**src/logic/sshi_pkg.sv**
```systemverilog
package sshi_pkg;
    // ==================================================
    // Timing
    localparam int CLK_HZ = 10_000_000;
    localparam int SMB_DETECT_MS = 75;
    localparam int COMP_DETECT_US = 75;
    localparam int SMB_IDLE_MS = 30;
    localparam int SMB_DETECT_CYC = SMB_DETECT_MS * (CLK_HZ / 1000);
    localparam int COMP_DETECT_CYC = COMP_DETECT_US * (CLK_HZ / 1_000_000);
    localparam int SMB_IDLE_CYC = SMB_IDLE_MS * (CLK_HZ / 1000);

    // ==================================================
    // Register offsets
    localparam logic [7:0] OFF_RESET = 8'hF5;
    localparam logic [7:0] OFF_TEST = 8'hF6;
    localparam logic [7:0] OFF_CLKCTL = 8'hFA;
    localparam logic [7:0] OFF_WAKE = 8'hFB;
    localparam logic [7:0] OFF_PARTID = 8'hFC;
    localparam logic [7:0] OFF_REV = 8'hFD;
    localparam logic [7:0] OFF_MAKER_LO = 8'hFE;
    localparam logic [7:0] OFF_MAKER_HI = 8'hFF;

    // ==================================================
    // Field positions and reset values
    localparam int CC_ARA_BIT = 4;
    localparam int CC_OSC_BIT = 2;
    localparam int WK_GPIO_BIT = 2;
    localparam int WK_DAT_BIT = 1;
    localparam int WK_CLK_BIT = 0;
    localparam int RST_FORCE_BIT = 0;
    localparam logic [1:0] SEL_RST = 2'h0;
    localparam logic [2:0] WAKE_RST = 3'h0;
    localparam logic [7:0] TEST_VAL = 8'h00;
    localparam logic [7:0] PTR_RST = 8'h00;
    localparam logic [1:0] SEL_COMP = 2'h2;
    localparam logic [1:0] SEL_SMB = 2'h3;

    // ==================================================
    // Addresses
    localparam logic [5:0] ADDR_BASE = 6'h1C;
    localparam logic [4:0] ADDR_MATCH5 = 5'h0E;
    localparam logic [6:0] ARA_ADDR = 7'h0C;

    typedef enum logic [1:0] {
        BUS_NONE = 2'h0,
        BUS_SMB = 2'h1,
        BUS_COMP = 2'h3
    } sshi_bus_e;

    typedef enum logic [3:0] {
        S_IDLE = 4'h0,
        S_ADDR = 4'h1,
        S_AACK = 4'h3,
        S_CMD = 4'h2,
        S_CACK = 4'h6,
        S_DATA = 4'h7,
        S_DACK = 4'h5,
        S_TX = 4'h4,
        S_TACK = 4'hC,
        S_DONE = 4'hD
    } sshi_state_e;
endpackage

```
**src/logic/sshi_top.sv**
```systemverilog
// Notes on behaviour
// Gpio wake enable lets enabled pin interrupts restart a stopped oscillator.
// Data or clock wake enable lets any edge on that line restart oscillator.
// Pin edges count only on inputs with their edge type configured.
// Part identification register reads a fixed code.
// Maker code low and high registers read fixed values.
// Writing one to force bit resets everything except selection field and bus type; bit self clears.
// Forced reset keeps bus selection field and chosen bus.
// From idle, first clock fall samples data: low picks SMBus, high companion.
// Power-on or long bus silence is idle and allows a new bus choice.
// Per-bus timeout reloads on SMBus start or companion clock edge: long for SMBus, short for companion.
// Master clocks SMBus between the minimum and maximum bus rates.
// Slave logic runs from the internal oscillator clock.
// Address comes from select pin, latched on first five-bit-matching transaction.
// Address is 0111000 with select low, 0111001 with select high.
// Slave only; accepts write, read, send and receive byte only.
// Register write lands only after complete write byte frame and stop.
// Read byte: index, repeated start, read address, one byte, nack, stop.
// Send byte loads the pointer and moves no data.
// Receive byte returns the register at the current pointer.
// Clock held low by others is waited out before continuing.
// Alert response enable makes device answer the alert response address.
// SMBus inactivity timeout returns the interface to idle.
// Selection field: 0X autodetect, 10 companion, 11 SMBus.
// Alert response disabled means alert address is ignored.
// Low power oscillator stops only when idle, done and nothing pending.
// Malformed or aborted transactions leave registers unchanged.
`timescale 1ns/10ps
module sshi_top #(
    parameter int GPIO_N = 8,
    parameter int DET_SMB_CYC = sshi_pkg::SMB_DETECT_CYC,
    parameter int IDLE_SMB_CYC = sshi_pkg::SMB_IDLE_CYC,
    parameter logic [7:0] PART_ID = 8'hA7, // Arbitrary value
    parameter logic [7:0] REV_ID = 8'h03, // Arbitrary value
    parameter logic [15:0] MAKER_ID = 16'h6B2D // Arbitrary value
) (
    input wire logic clk,
    input wire logic rst_b,
    input wire logic smbusClockPin,
    input wire logic smbusDataPin,
    output logic smbusDataOut,
    output logic smbusDataOe,
    input wire logic addrSelectPin,
    input wire logic [GPIO_N-1:0] gpioPin,
    input wire logic [GPIO_N-1:0] gpioFuncSel,
    input wire logic [GPIO_N-1:0] gpioIrqEn,
    input wire logic [GPIO_N-1:0] gpioDirIn,
    input wire logic [GPIO_N-1:0] gpioRiseEn,
    input wire logic [GPIO_N-1:0] gpioFallEn,
    input wire logic irqPending,
    output logic oscRun,
    output logic smbusActive,
    output logic companionActive,
    output logic [GPIO_N-1:0] gpioEdgeEvent,
    output logic [6:0] slaveAddr,
    output logic addrLocked
);

    // ==================================================
    // Pin synchronisers and edge detection
    logic [GPIO_N+2:0] sync1_ff;
    logic [GPIO_N+2:0] sync2_ff;
    logic sclP_ff;
    logic sdaP_ff;
    logic [GPIO_N-1:0] gpioP_ff;

    // Two flops for every pin level
    always_ff @(posedge clk or negedge rst_b) begin
        // Bus lines idle high, strap and pins low, matching the edge history flops
        if (!rst_b) begin
            sync1_ff <= {3'h3, {GPIO_N{1'h0}}};
            sync2_ff <= {3'h3, {GPIO_N{1'h0}}};
        end else begin
            sync1_ff <= {addrSelectPin, smbusDataPin, smbusClockPin, gpioPin};
            sync2_ff <= sync1_ff;
        end
    end

    // Previous levels for edge finding
    always_ff @(posedge clk or negedge rst_b) begin
        if (!rst_b) begin
            sclP_ff <= 1'b1;
            sdaP_ff <= 1'b1;
            gpioP_ff <= '0;
        end else begin
            sclP_ff <= sync2_ff[GPIO_N];
            sdaP_ff <= sync2_ff[GPIO_N+1];
            gpioP_ff <= sync2_ff[GPIO_N-1:0];
        end
    end

    wire sclS = sync2_ff[GPIO_N];
    wire sdaS = sync2_ff[GPIO_N+1];
    wire addrSelS = sync2_ff[GPIO_N+2];
    wire [GPIO_N-1:0] gpioS = sync2_ff[GPIO_N-1:0];
    // Edges are seen only on the real line level, so a stretched clock just waits
    wire sclRise = sclS & ~sclP_ff;
    wire sclFall = ~sclS & sclP_ff;
    wire sdaEdge = sdaS ^ sdaP_ff;
    wire lineEdge = sdaEdge | sclRise | sclFall;
    wire [GPIO_N-1:0] gpioEv = ((gpioS & ~gpioP_ff & gpioRiseEn) |
                                (~gpioS & gpioP_ff & gpioFallEn)) & gpioDirIn;

    // ==================================================
    // Control registers and bus selection
    logic softRst_ff;
    logic araEn_ff;
    logic oscLp_ff;
    logic [1:0] sel_ff;
    logic [2:0] wake_ff;
    logic [7:0] ptr_ff;
    logic [7:0] cmd_ff;
    logic [7:0] wrData_ff;
    logic wrPend_ff;
    logic cmdPend_ff;
    sshi_pkg::sshi_bus_e busType_ff;
    sshi_pkg::sshi_state_e st_ff;
    logic [3:0] bitCnt_ff;

    // Forced selection overrides the detected bus type
    wire forced = sel_ff[1];
    wire smbOn = forced ? sel_ff[0] : (busType_ff != sshi_pkg::BUS_COMP);
    wire compOn = forced ? ~sel_ff[0] : (busType_ff == sshi_pkg::BUS_COMP);
    wire startDet = smbOn & sclS & sclP_ff & sdaP_ff & ~sdaS;
    wire stopDet = smbOn & sclS & sclP_ff & ~sdaP_ff & sdaS;
    wire sendOk = cmdPend_ff & ~wrPend_ff & (st_ff == sshi_pkg::S_DATA) & (bitCnt_ff <= 4'h1);
    wire commit = stopDet & wrPend_ff & (st_ff == sshi_pkg::S_DONE);
    wire wrClk = commit & (cmd_ff == sshi_pkg::OFF_CLKCTL);
    wire wrWake = commit & (cmd_ff == sshi_pkg::OFF_WAKE);
    wire wrRst = commit & (cmd_ff == sshi_pkg::OFF_RESET) & wrData_ff[sshi_pkg::RST_FORCE_BIT];

    // Forced reset pulse; writing zero does nothing
    always_ff @(posedge clk or negedge rst_b) begin
        if (!rst_b) begin
            softRst_ff <= 1'b0;
        end else begin
            softRst_ff <= wrRst;
        end
    end

    // Clock and wake control, cleared by forced reset
    always_ff @(posedge clk or negedge rst_b) begin
        if (!rst_b) begin
            araEn_ff <= 1'b0;
            oscLp_ff <= 1'b0;
            wake_ff <= sshi_pkg::WAKE_RST;
        end else if (softRst_ff) begin
            araEn_ff <= 1'b0;
            oscLp_ff <= 1'b0;
            wake_ff <= sshi_pkg::WAKE_RST;
        end else begin
            if (wrClk) begin
                araEn_ff <= wrData_ff[sshi_pkg::CC_ARA_BIT];
                oscLp_ff <= wrData_ff[sshi_pkg::CC_OSC_BIT];
            end
            if (wrWake) begin
                wake_ff <= wrData_ff[2:0];
            end
        end
    end

    // Selection field survives forced reset
    always_ff @(posedge clk or negedge rst_b) begin
        if (!rst_b) begin
            sel_ff <= sshi_pkg::SEL_RST;
        end else if (wrClk) begin
            sel_ff <= wrData_ff[1:0];
        end
    end

    // ==================================================
    // Autodetect with per-bus reload timeout
    logic [19:0] detTmr_ff;
    wire detDecide = ~forced & (busType_ff == sshi_pkg::BUS_NONE) & sclFall;
    wire detExpire = (busType_ff != sshi_pkg::BUS_NONE) & (detTmr_ff == 20'h0);
    wire detReload = detDecide |
                     ((busType_ff == sshi_pkg::BUS_SMB) & startDet) |
                     ((busType_ff == sshi_pkg::BUS_COMP) & (sclRise | sclFall));
    wire pickComp = detDecide ? sdaS : (busType_ff == sshi_pkg::BUS_COMP);
    wire [19:0] detLoad = pickComp ? 20'(sshi_pkg::COMP_DETECT_CYC - 1) : 20'(DET_SMB_CYC - 1);

    // Bus type is kept across forced reset
    always_ff @(posedge clk or negedge rst_b) begin
        if (!rst_b) begin
            busType_ff <= sshi_pkg::BUS_NONE;
            detTmr_ff <= 20'h0;
        end else if (detReload) begin
            if (detDecide) begin
                busType_ff <= sdaS ? sshi_pkg::BUS_COMP : sshi_pkg::BUS_SMB;
            end
            detTmr_ff <= detLoad;
        end else if (detExpire) begin
            busType_ff <= sshi_pkg::BUS_NONE;
        end else if (busType_ff != sshi_pkg::BUS_NONE) begin
            detTmr_ff <= detTmr_ff - 20'h1;
        end
    end

    // ==================================================
    // Slave address selection
    logic [6:0] myAddr_ff;
    logic locked_ff;
    logic [7:0] shift_ff;
    logic isAra_ff;
    wire [6:0] liveAddr = {sshi_pkg::ADDR_BASE, addrSelS};
    wire [6:0] ownAddr = locked_ff ? myAddr_ff : liveAddr;
    wire byteDone = sclFall & (bitCnt_ff == 4'h8);
    wire ownHit = shift_ff[7:1] == ownAddr;
    wire araHit = araEn_ff & smbOn & shift_ff[0] & (shift_ff[7:1] == sshi_pkg::ARA_ADDR);
    wire addrEnd = (st_ff == sshi_pkg::S_ADDR) & byteDone;

    // Latch address on first transaction whose five upper bits match
    always_ff @(posedge clk or negedge rst_b) begin
        if (!rst_b) begin
            locked_ff <= 1'b0;
            myAddr_ff <= 7'h00;
        end else if (softRst_ff) begin
            locked_ff <= 1'b0;
        end else if (addrEnd & ~locked_ff & (shift_ff[7:3] == sshi_pkg::ADDR_MATCH5)) begin
            locked_ff <= 1'b1;
            myAddr_ff <= liveAddr;
        end
    end

    // ==================================================
    // Register read selection
    logic [7:0] regRd;
    always_comb begin
        case (ptr_ff)
            sshi_pkg::OFF_TEST: regRd = sshi_pkg::TEST_VAL;
            sshi_pkg::OFF_CLKCTL: regRd = {3'h0, araEn_ff, 1'b0, oscLp_ff, sel_ff};
            sshi_pkg::OFF_WAKE: regRd = {5'h00, wake_ff};
            sshi_pkg::OFF_PARTID: regRd = PART_ID;
            sshi_pkg::OFF_REV: regRd = REV_ID;
            sshi_pkg::OFF_MAKER_LO: regRd = MAKER_ID[7:0];
            sshi_pkg::OFF_MAKER_HI: regRd = MAKER_ID[15:8];
            default: regRd = 8'h00;
        endcase
    end
    wire [7:0] readByte = isAra_ff ? {ownAddr, 1'b0} : regRd;

    // ==================================================
    // SMBus slave engine
    logic [7:0] tx_ff;
    logic oe_ff;
    logic isRead_ff;
    logic [19:0] idleTmr_ff;
    wire smbTimeout = (st_ff != sshi_pkg::S_IDLE) & (idleTmr_ff == 20'h0);

    sshi_pkg::sshi_state_e nxt_st;
    logic [3:0] nxt_bitCnt;
    logic [7:0] nxt_shift;
    logic [7:0] nxt_tx;
    logic [7:0] nxt_cmd;
    logic [7:0] nxt_wrData;
    logic nxt_oe;
    logic nxt_isRead;
    logic nxt_isAra;
    logic nxt_cmdPend;
    logic nxt_wrPend;

    // Protocol sequencing for the four supported frames
    always_comb begin
        nxt_st = st_ff;
        nxt_bitCnt = sclRise ? bitCnt_ff + 4'h1 : bitCnt_ff;
        nxt_shift = sclRise ? {shift_ff[6:0], sdaS} : shift_ff;
        nxt_tx = tx_ff;
        nxt_cmd = cmd_ff;
        nxt_wrData = wrData_ff;
        nxt_oe = oe_ff;
        nxt_isRead = isRead_ff;
        nxt_isAra = isAra_ff;
        nxt_cmdPend = cmdPend_ff;
        nxt_wrPend = wrPend_ff;
        case (st_ff)
            sshi_pkg::S_ADDR: if (byteDone) begin
                nxt_isRead = shift_ff[0];
                nxt_isAra = araHit & ~ownHit;
                if (ownHit | araHit) begin
                    nxt_oe = 1'b1;
                    nxt_st = sshi_pkg::S_AACK;
                end else begin
                    nxt_st = sshi_pkg::S_DONE;
                end
            end
            sshi_pkg::S_AACK: if (sclFall) begin
                nxt_bitCnt = 4'h0;
                if (isRead_ff) begin
                    nxt_oe = ~readByte[7];
                    nxt_tx = {readByte[6:0], 1'b0};
                    nxt_st = sshi_pkg::S_TX;
                end else begin
                    nxt_oe = 1'b0;
                    nxt_st = sshi_pkg::S_CMD;
                end
            end
            sshi_pkg::S_CMD: if (byteDone) begin
                nxt_cmd = shift_ff;
                nxt_cmdPend = 1'b1;
                nxt_oe = 1'b1;
                nxt_st = sshi_pkg::S_CACK;
            end
            sshi_pkg::S_CACK: if (sclFall) begin
                nxt_oe = 1'b0;
                nxt_bitCnt = 4'h0;
                nxt_st = sshi_pkg::S_DATA;
            end
            sshi_pkg::S_DATA: if (byteDone) begin
                nxt_wrData = shift_ff;
                nxt_wrPend = 1'b1;
                nxt_oe = 1'b1;
                nxt_st = sshi_pkg::S_DACK;
            end
            sshi_pkg::S_DACK: if (sclFall) begin
                nxt_oe = 1'b0;
                nxt_st = sshi_pkg::S_DONE;
            end
            sshi_pkg::S_TX: if (sclFall) begin
                if (bitCnt_ff == 4'h8) begin
                    nxt_oe = 1'b0;
                    nxt_st = sshi_pkg::S_TACK;
                end else begin
                    nxt_oe = ~tx_ff[7];
                    nxt_tx = {tx_ff[6:0], 1'b0};
                end
            end
            sshi_pkg::S_TACK: if (sclRise) begin
                nxt_st = sshi_pkg::S_DONE;
            end
            sshi_pkg::S_DONE: if (sclFall) begin // Stop rises here, extra bits fall
                nxt_cmdPend = 1'b0;
                nxt_wrPend = 1'b0;
            end
            default: begin
                nxt_st = st_ff;
            end
        endcase
        if (startDet) begin
            nxt_st = sshi_pkg::S_ADDR;
            nxt_bitCnt = 4'h0;
            nxt_oe = 1'b0;
            nxt_cmdPend = 1'b0;
            nxt_wrPend = 1'b0;
        end
        if (stopDet | smbTimeout | softRst_ff) begin
            nxt_st = sshi_pkg::S_IDLE;
            nxt_bitCnt = 4'h0;
            nxt_oe = 1'b0;
            nxt_cmdPend = 1'b0;
            nxt_wrPend = 1'b0;
        end
    end

    // Engine state
    always_ff @(posedge clk or negedge rst_b) begin
        if (!rst_b) begin
            st_ff <= sshi_pkg::S_IDLE;
            bitCnt_ff <= 4'h0;
            shift_ff <= 8'h00;
            tx_ff <= 8'h00;
            oe_ff <= 1'b0;
        end else begin
            st_ff <= nxt_st;
            bitCnt_ff <= nxt_bitCnt;
            shift_ff <= nxt_shift;
            tx_ff <= nxt_tx;
            oe_ff <= nxt_oe;
        end
    end

    // Transaction context
    always_ff @(posedge clk or negedge rst_b) begin
        if (!rst_b) begin
            cmd_ff <= 8'h00;
            wrData_ff <= 8'h00;
            isRead_ff <= 1'b0;
            isAra_ff <= 1'b0;
            cmdPend_ff <= 1'b0;
            wrPend_ff <= 1'b0;
        end else begin
            cmd_ff <= nxt_cmd;
            wrData_ff <= nxt_wrData;
            isRead_ff <= nxt_isRead;
            isAra_ff <= nxt_isAra;
            cmdPend_ff <= nxt_cmdPend;
            wrPend_ff <= nxt_wrPend;
        end
    end

    // Pointer: write or send at stop, read index at repeated start
    always_ff @(posedge clk or negedge rst_b) begin
        if (!rst_b) begin
            ptr_ff <= sshi_pkg::PTR_RST;
        end else if (softRst_ff) begin
            ptr_ff <= sshi_pkg::PTR_RST;
        end else if (commit | (stopDet & sendOk) | (startDet & sendOk)) begin
            ptr_ff <= cmd_ff;
        end
    end

    // Inactivity timer reloads on any line edge
    always_ff @(posedge clk or negedge rst_b) begin
        if (!rst_b) begin
            idleTmr_ff <= 20'(IDLE_SMB_CYC - 1);
        end else if (lineEdge | (st_ff == sshi_pkg::S_IDLE)) begin
            idleTmr_ff <= 20'(IDLE_SMB_CYC - 1);
        end else if (idleTmr_ff != 20'h0) begin
            idleTmr_ff <= idleTmr_ff - 20'h1;
        end
    end

    // ==================================================
    // Oscillator low power and wake
    logic oscRun_ff;
    wire gpioWake = wake_ff[sshi_pkg::WK_GPIO_BIT] & |(gpioEv & gpioFuncSel & gpioIrqEn);
    wire lineWake = (wake_ff[sshi_pkg::WK_DAT_BIT] & sdaEdge) |
                    (wake_ff[sshi_pkg::WK_CLK_BIT] & (sclRise | sclFall));
    wire wakeEv = gpioWake | lineWake;
    wire stopOk = oscLp_ff & (st_ff == sshi_pkg::S_IDLE) & sclS & sdaS &
                  ~irqPending & ~lineEdge & ~wakeEv;

    always_ff @(posedge clk or negedge rst_b) begin
        if (!rst_b) begin
            oscRun_ff <= 1'b1;
        end else if (softRst_ff) begin
            oscRun_ff <= 1'b1;
        end else if (oscRun_ff) begin
            oscRun_ff <= ~stopOk;
        end else begin
            oscRun_ff <= wakeEv | ~oscLp_ff;
        end
    end

    // ==================================================
    // Registered outputs
    logic smbAct_ff;
    logic compAct_ff;
    logic [GPIO_N-1:0] gpioEv_ff;
    always_ff @(posedge clk or negedge rst_b) begin
        if (!rst_b) begin
            smbAct_ff <= 1'b0;
            compAct_ff <= 1'b0;
            gpioEv_ff <= '0;
        end else begin
            smbAct_ff <= smbOn & (forced | busType_ff == sshi_pkg::BUS_SMB);
            compAct_ff <= compOn;
            gpioEv_ff <= gpioEv;
        end
    end

    assign smbusDataOut = 1'b0; // Open drain drives low only
    assign smbusDataOe = oe_ff;
    assign oscRun = oscRun_ff;
    assign smbusActive = smbAct_ff;
    assign companionActive = compAct_ff;
    assign gpioEdgeEvent = gpioEv_ff;
    assign slaveAddr = myAddr_ff;
    assign addrLocked = locked_ff;
endmodule

```
**config.mk**
```make
export PLATFORM = sky130hd
export DESIGN_NAME = sshi_top
export DESIGN_NICKNAME = d
export VERILOG_FILES = /design/src/logic/sshi_pkg.sv /design/src/logic/sshi_top.sv
export SDC_FILE = /design/constraint.sdc
export NUM_CORES = 1
export LEC_CHECK = 0
export ABC_AREA = 1
export CORE_MARGIN = 2
export CORE_UTILIZATION = 50
export CTS_CLUSTER_DIAMETER = 50
export CTS_CLUSTER_SIZE = 14
export DETAILED_ROUTE_END_ITERATION = 16
export DONT_BUFFER_PORTS = 1
export SYNTH_ARGS = -nofsm -noshare
export SYNTH_HDL_FRONTEND = slang
export SYNTH_SLANG_ARGS = --single-unit
```
**constraint.sdc**
```tcl
create_clock -name clk -period 3.2 [get_ports clk]
set_input_delay 0.48 -clock clk [delete_from_list [all_inputs] [get_ports clk]]
set_output_delay 0.48 -clock clk [all_outputs]
set_load 0.03 [all_outputs]
```
==> reports/results.ini <==
[detailed_routing]
drtPass1Iterations=6
wl_per_cell_um=15.0
first_iter_violations=346
drc=0
drtAntennaViolNets=0
vias=5971
via_per_inst=5.36
wl_um=16700

[layout]
multi_input_comb_area_um2=3110
nFillCells=1312
fin_area_um2=8030
n_antenna_cell=0
drive_gt1_share_pct=8.46
final_nets=984
seq_area_um2=3630
syn_to_final_growth_pct=11.0

[power_and_ir_drop]
finalPower_mw=5.78
p_per_area_nw_per_um2=719
leakage_nw=3.75
ir_drop_v=0.000482

[yosys]
netlist_area_um2=7240
syn_area_per_cell_um2=7.94
synth_seq_area_share_pct=50.1
synthArstFlopShare_pct=100
synth_top_area_share_pct=43.2
synth_largest_area_cell=dfrtp_1
synth_edf_count=0
synthTopCellsByCount=nand2_1, dfrtp_1, nor2_1, inv_1, nand3_1
yosysMostFrequentCell=nand2_1
synthDistinctLibCells=40
synth_seq_cells=144
synth_area_leaders=dfrtp_1, nand2_1, dfstp_2
yosys_warnings=0
synthFlopType=dfrtp_1
syn-instance-count=912

[global_routing]
grt_pass1_wl_um=28400
antenna_found_initial=0
gr-total-overflow=0
grt_usage_pct=22.7
grt_pass1_vias=5855
grt_max_degree=145

[setup_path]
cp-start-kind=flop
worstSetupPathType=flop to flop
path_buf_inv=1
path_cells=nor2_1 -> nor2_1 -> nand2_1 -> nor2_1 -> nand2_1 -> nor2_1 -> inv_1 -> o21ai_1
required_ps=3540
max_stage_delay_ps=750
crit_path_max_fanout=14
critPathTopFamily=simple AND/OR/NAND/NOR gates
cp-end-kind=flop
path_common_cell=nor2_1
slowest_stage=nor2_1
arrival_ps=2900

[clocking]
cts_buffers=17
tritoncts=yes
cts.path.max_buffers=2
cts_sinks=144
clk_latency_ps=420
cts_root_buf=clkbuf_16
h-tree-depth=4
clkSlewWorstSetupHoldPaths_ps=60

[sta]
setup_viol=0
holdWs_ps=-245
tns_ps=0
worstMarginPinSlew_ps=965
maxSlewViolCount=0
hold_viol=144
grt_setup_unrepaired=no
period_needed_ps=2560
fin_ws_ps=639
max_freq_mhz=390
skew_ps=8.88
finalCritPeriodShare_pct=80.0
max-slew-margin-rel_pct=35.4

[flow_run]
drv_cap=0

[worst_hold_path]
hold_path_class=primary input to asynchronous set/reset pin

[place]
routabilityCongestion=0.884
dpl.hpwl_um=12200
io_buffers=0
pre_cts_ws_ps=681
place_area_um2=7390

[floorplan]
rows=43
io_pins=75
dieArea_um2=15500
initial_core_util_pct=51.8
die_y_um=124
core_um2=14000
die_w_um=124

[run_status]
failed_checks=hold timing
status=complete, but fails checks

-- flip-flops by register name, indices dropped and copies added (netlist names), 7 cells and up --
| name | count |
|---|---|
| gpioP_ff | 8 |
| idleTmr_ff | 20 |
| tx_ff | 7 |
| shift_ff | 8 |
| sync1_ff | 11 |
| sync2_ff | 11 |
| gpioEdgeEvent | 8 |
| detTmr_ff | 20 |
| cmd_ff | 8 |
| ptr_ff | 8 |
-- power breakdown --
part           switching, mW  internal, mW  total, mW  leakage [nW]
Combinational          0.819         0.438       1.26          1.65
Clock                  0.787          1.35       2.14         0.299
Sequential             0.288          2.09       2.38          1.81
-- metrics by stage --
step | cells | hold WS, ps | util (%)
2_1_floorplan | 915 | 184 | -
3_3_place_gp | 1082 | 188 | 52.9
3_5_place_dp | 1082 | 188 | 52.9
4_1_cts | 1114 | -263 | 57.4
5_1_grt | 1114 | -276 | 57.4
6_report | 1114 | -245 | 57.4
-- logic make-up after synthesis --
kind of cell | Yosys count | share of synthesized area, %
other | 1 | 0.0518
xor gates and xnor gates | 28 | 3.39
adders and majority gates | 9 | 1.56
DFF | 144 | 50.1
and+or+nand+nor | 505 | 29.9
AOI/OAI and AO/OA | 101 | 7.85
buffers and inverters | 124 | 7.14
-- placed cells by master, fill, tap and decap left out, types with 5 or more instances in the layout --
| cell type | n |
|---|---|
| clkbuf_16 | 17 |
| inv_1 | 102 |
| nand4_1 | 21 |
| ha_1 | 9 |
| dfrtp_1 | 125 |
| nor3_1 | 22 |
| xor2_1 | 16 |
| nand2_1 | 242 |
| nor2_2 | 6 |
| o21ai_0 | 56 |
| nand3_1 | 76 |
| nor2_1 | 115 |
| a21oi_1 | 20 |
| a21boi_0 | 8 |
| nor4_1 | 5 |
| buf_4 | 5 |
| o211ai_1 | 5 |
| xnor2_1 | 12 |
| dfstp_2 | 19 |
| or2_2 | 7 |
| o21ai_1 | 5 |
-- metal layers --
metal	global-route usage [%]	vias up	routed length [µm]
met1	29.6	2808	7450
met4	6.81	0	261
met5	0	-	0
li1	-	2939	-
met2	37.7	198	8080
met3	5.33	26	895
-- final cells by class --
type | count | area share [%]
Sequential cell | 144 | 45.2
Multi-Input combinational cell | 647 | 38.7
Clock buffer | 20 | 5.69
Inverter | 106 | 4.95
Tap cell | 180 | 2.80
Clock inverter | 12 | 2.26
Timing Repair Buffer | 5 | 0.467
-- path summary, 6_finish.rpt --
check | startpoint | to | slack (ps) | depth (start not counted)
worst max-delay path | sync2_ff[9] | idleTmr_ff[1] | 640 | 8
max in group asynchronous | rst_b | sync1_ff[8] | 3180 | 0
worst max register to register | sync2_ff[9] | idleTmr_ff[1] | 640 | 8
worst min-delay path | rst_b | detTmr_ff[0] | -250 | 0
worst min register to register | sync1_ff[1] | sync2_ff[1] | 350 | 0
min in group clk | smbusClockPin | sync1_ff[8] | 50 | 0
-- timing repair --
action	4_1_cts	5_1_grt
setup buffers	0	0
endpoints found under the setup margin	0	0
gates resized for setup	0	0
endpoints found under the hold margin	144	144
No activity file was read; power rests on OpenSTA's default activity.
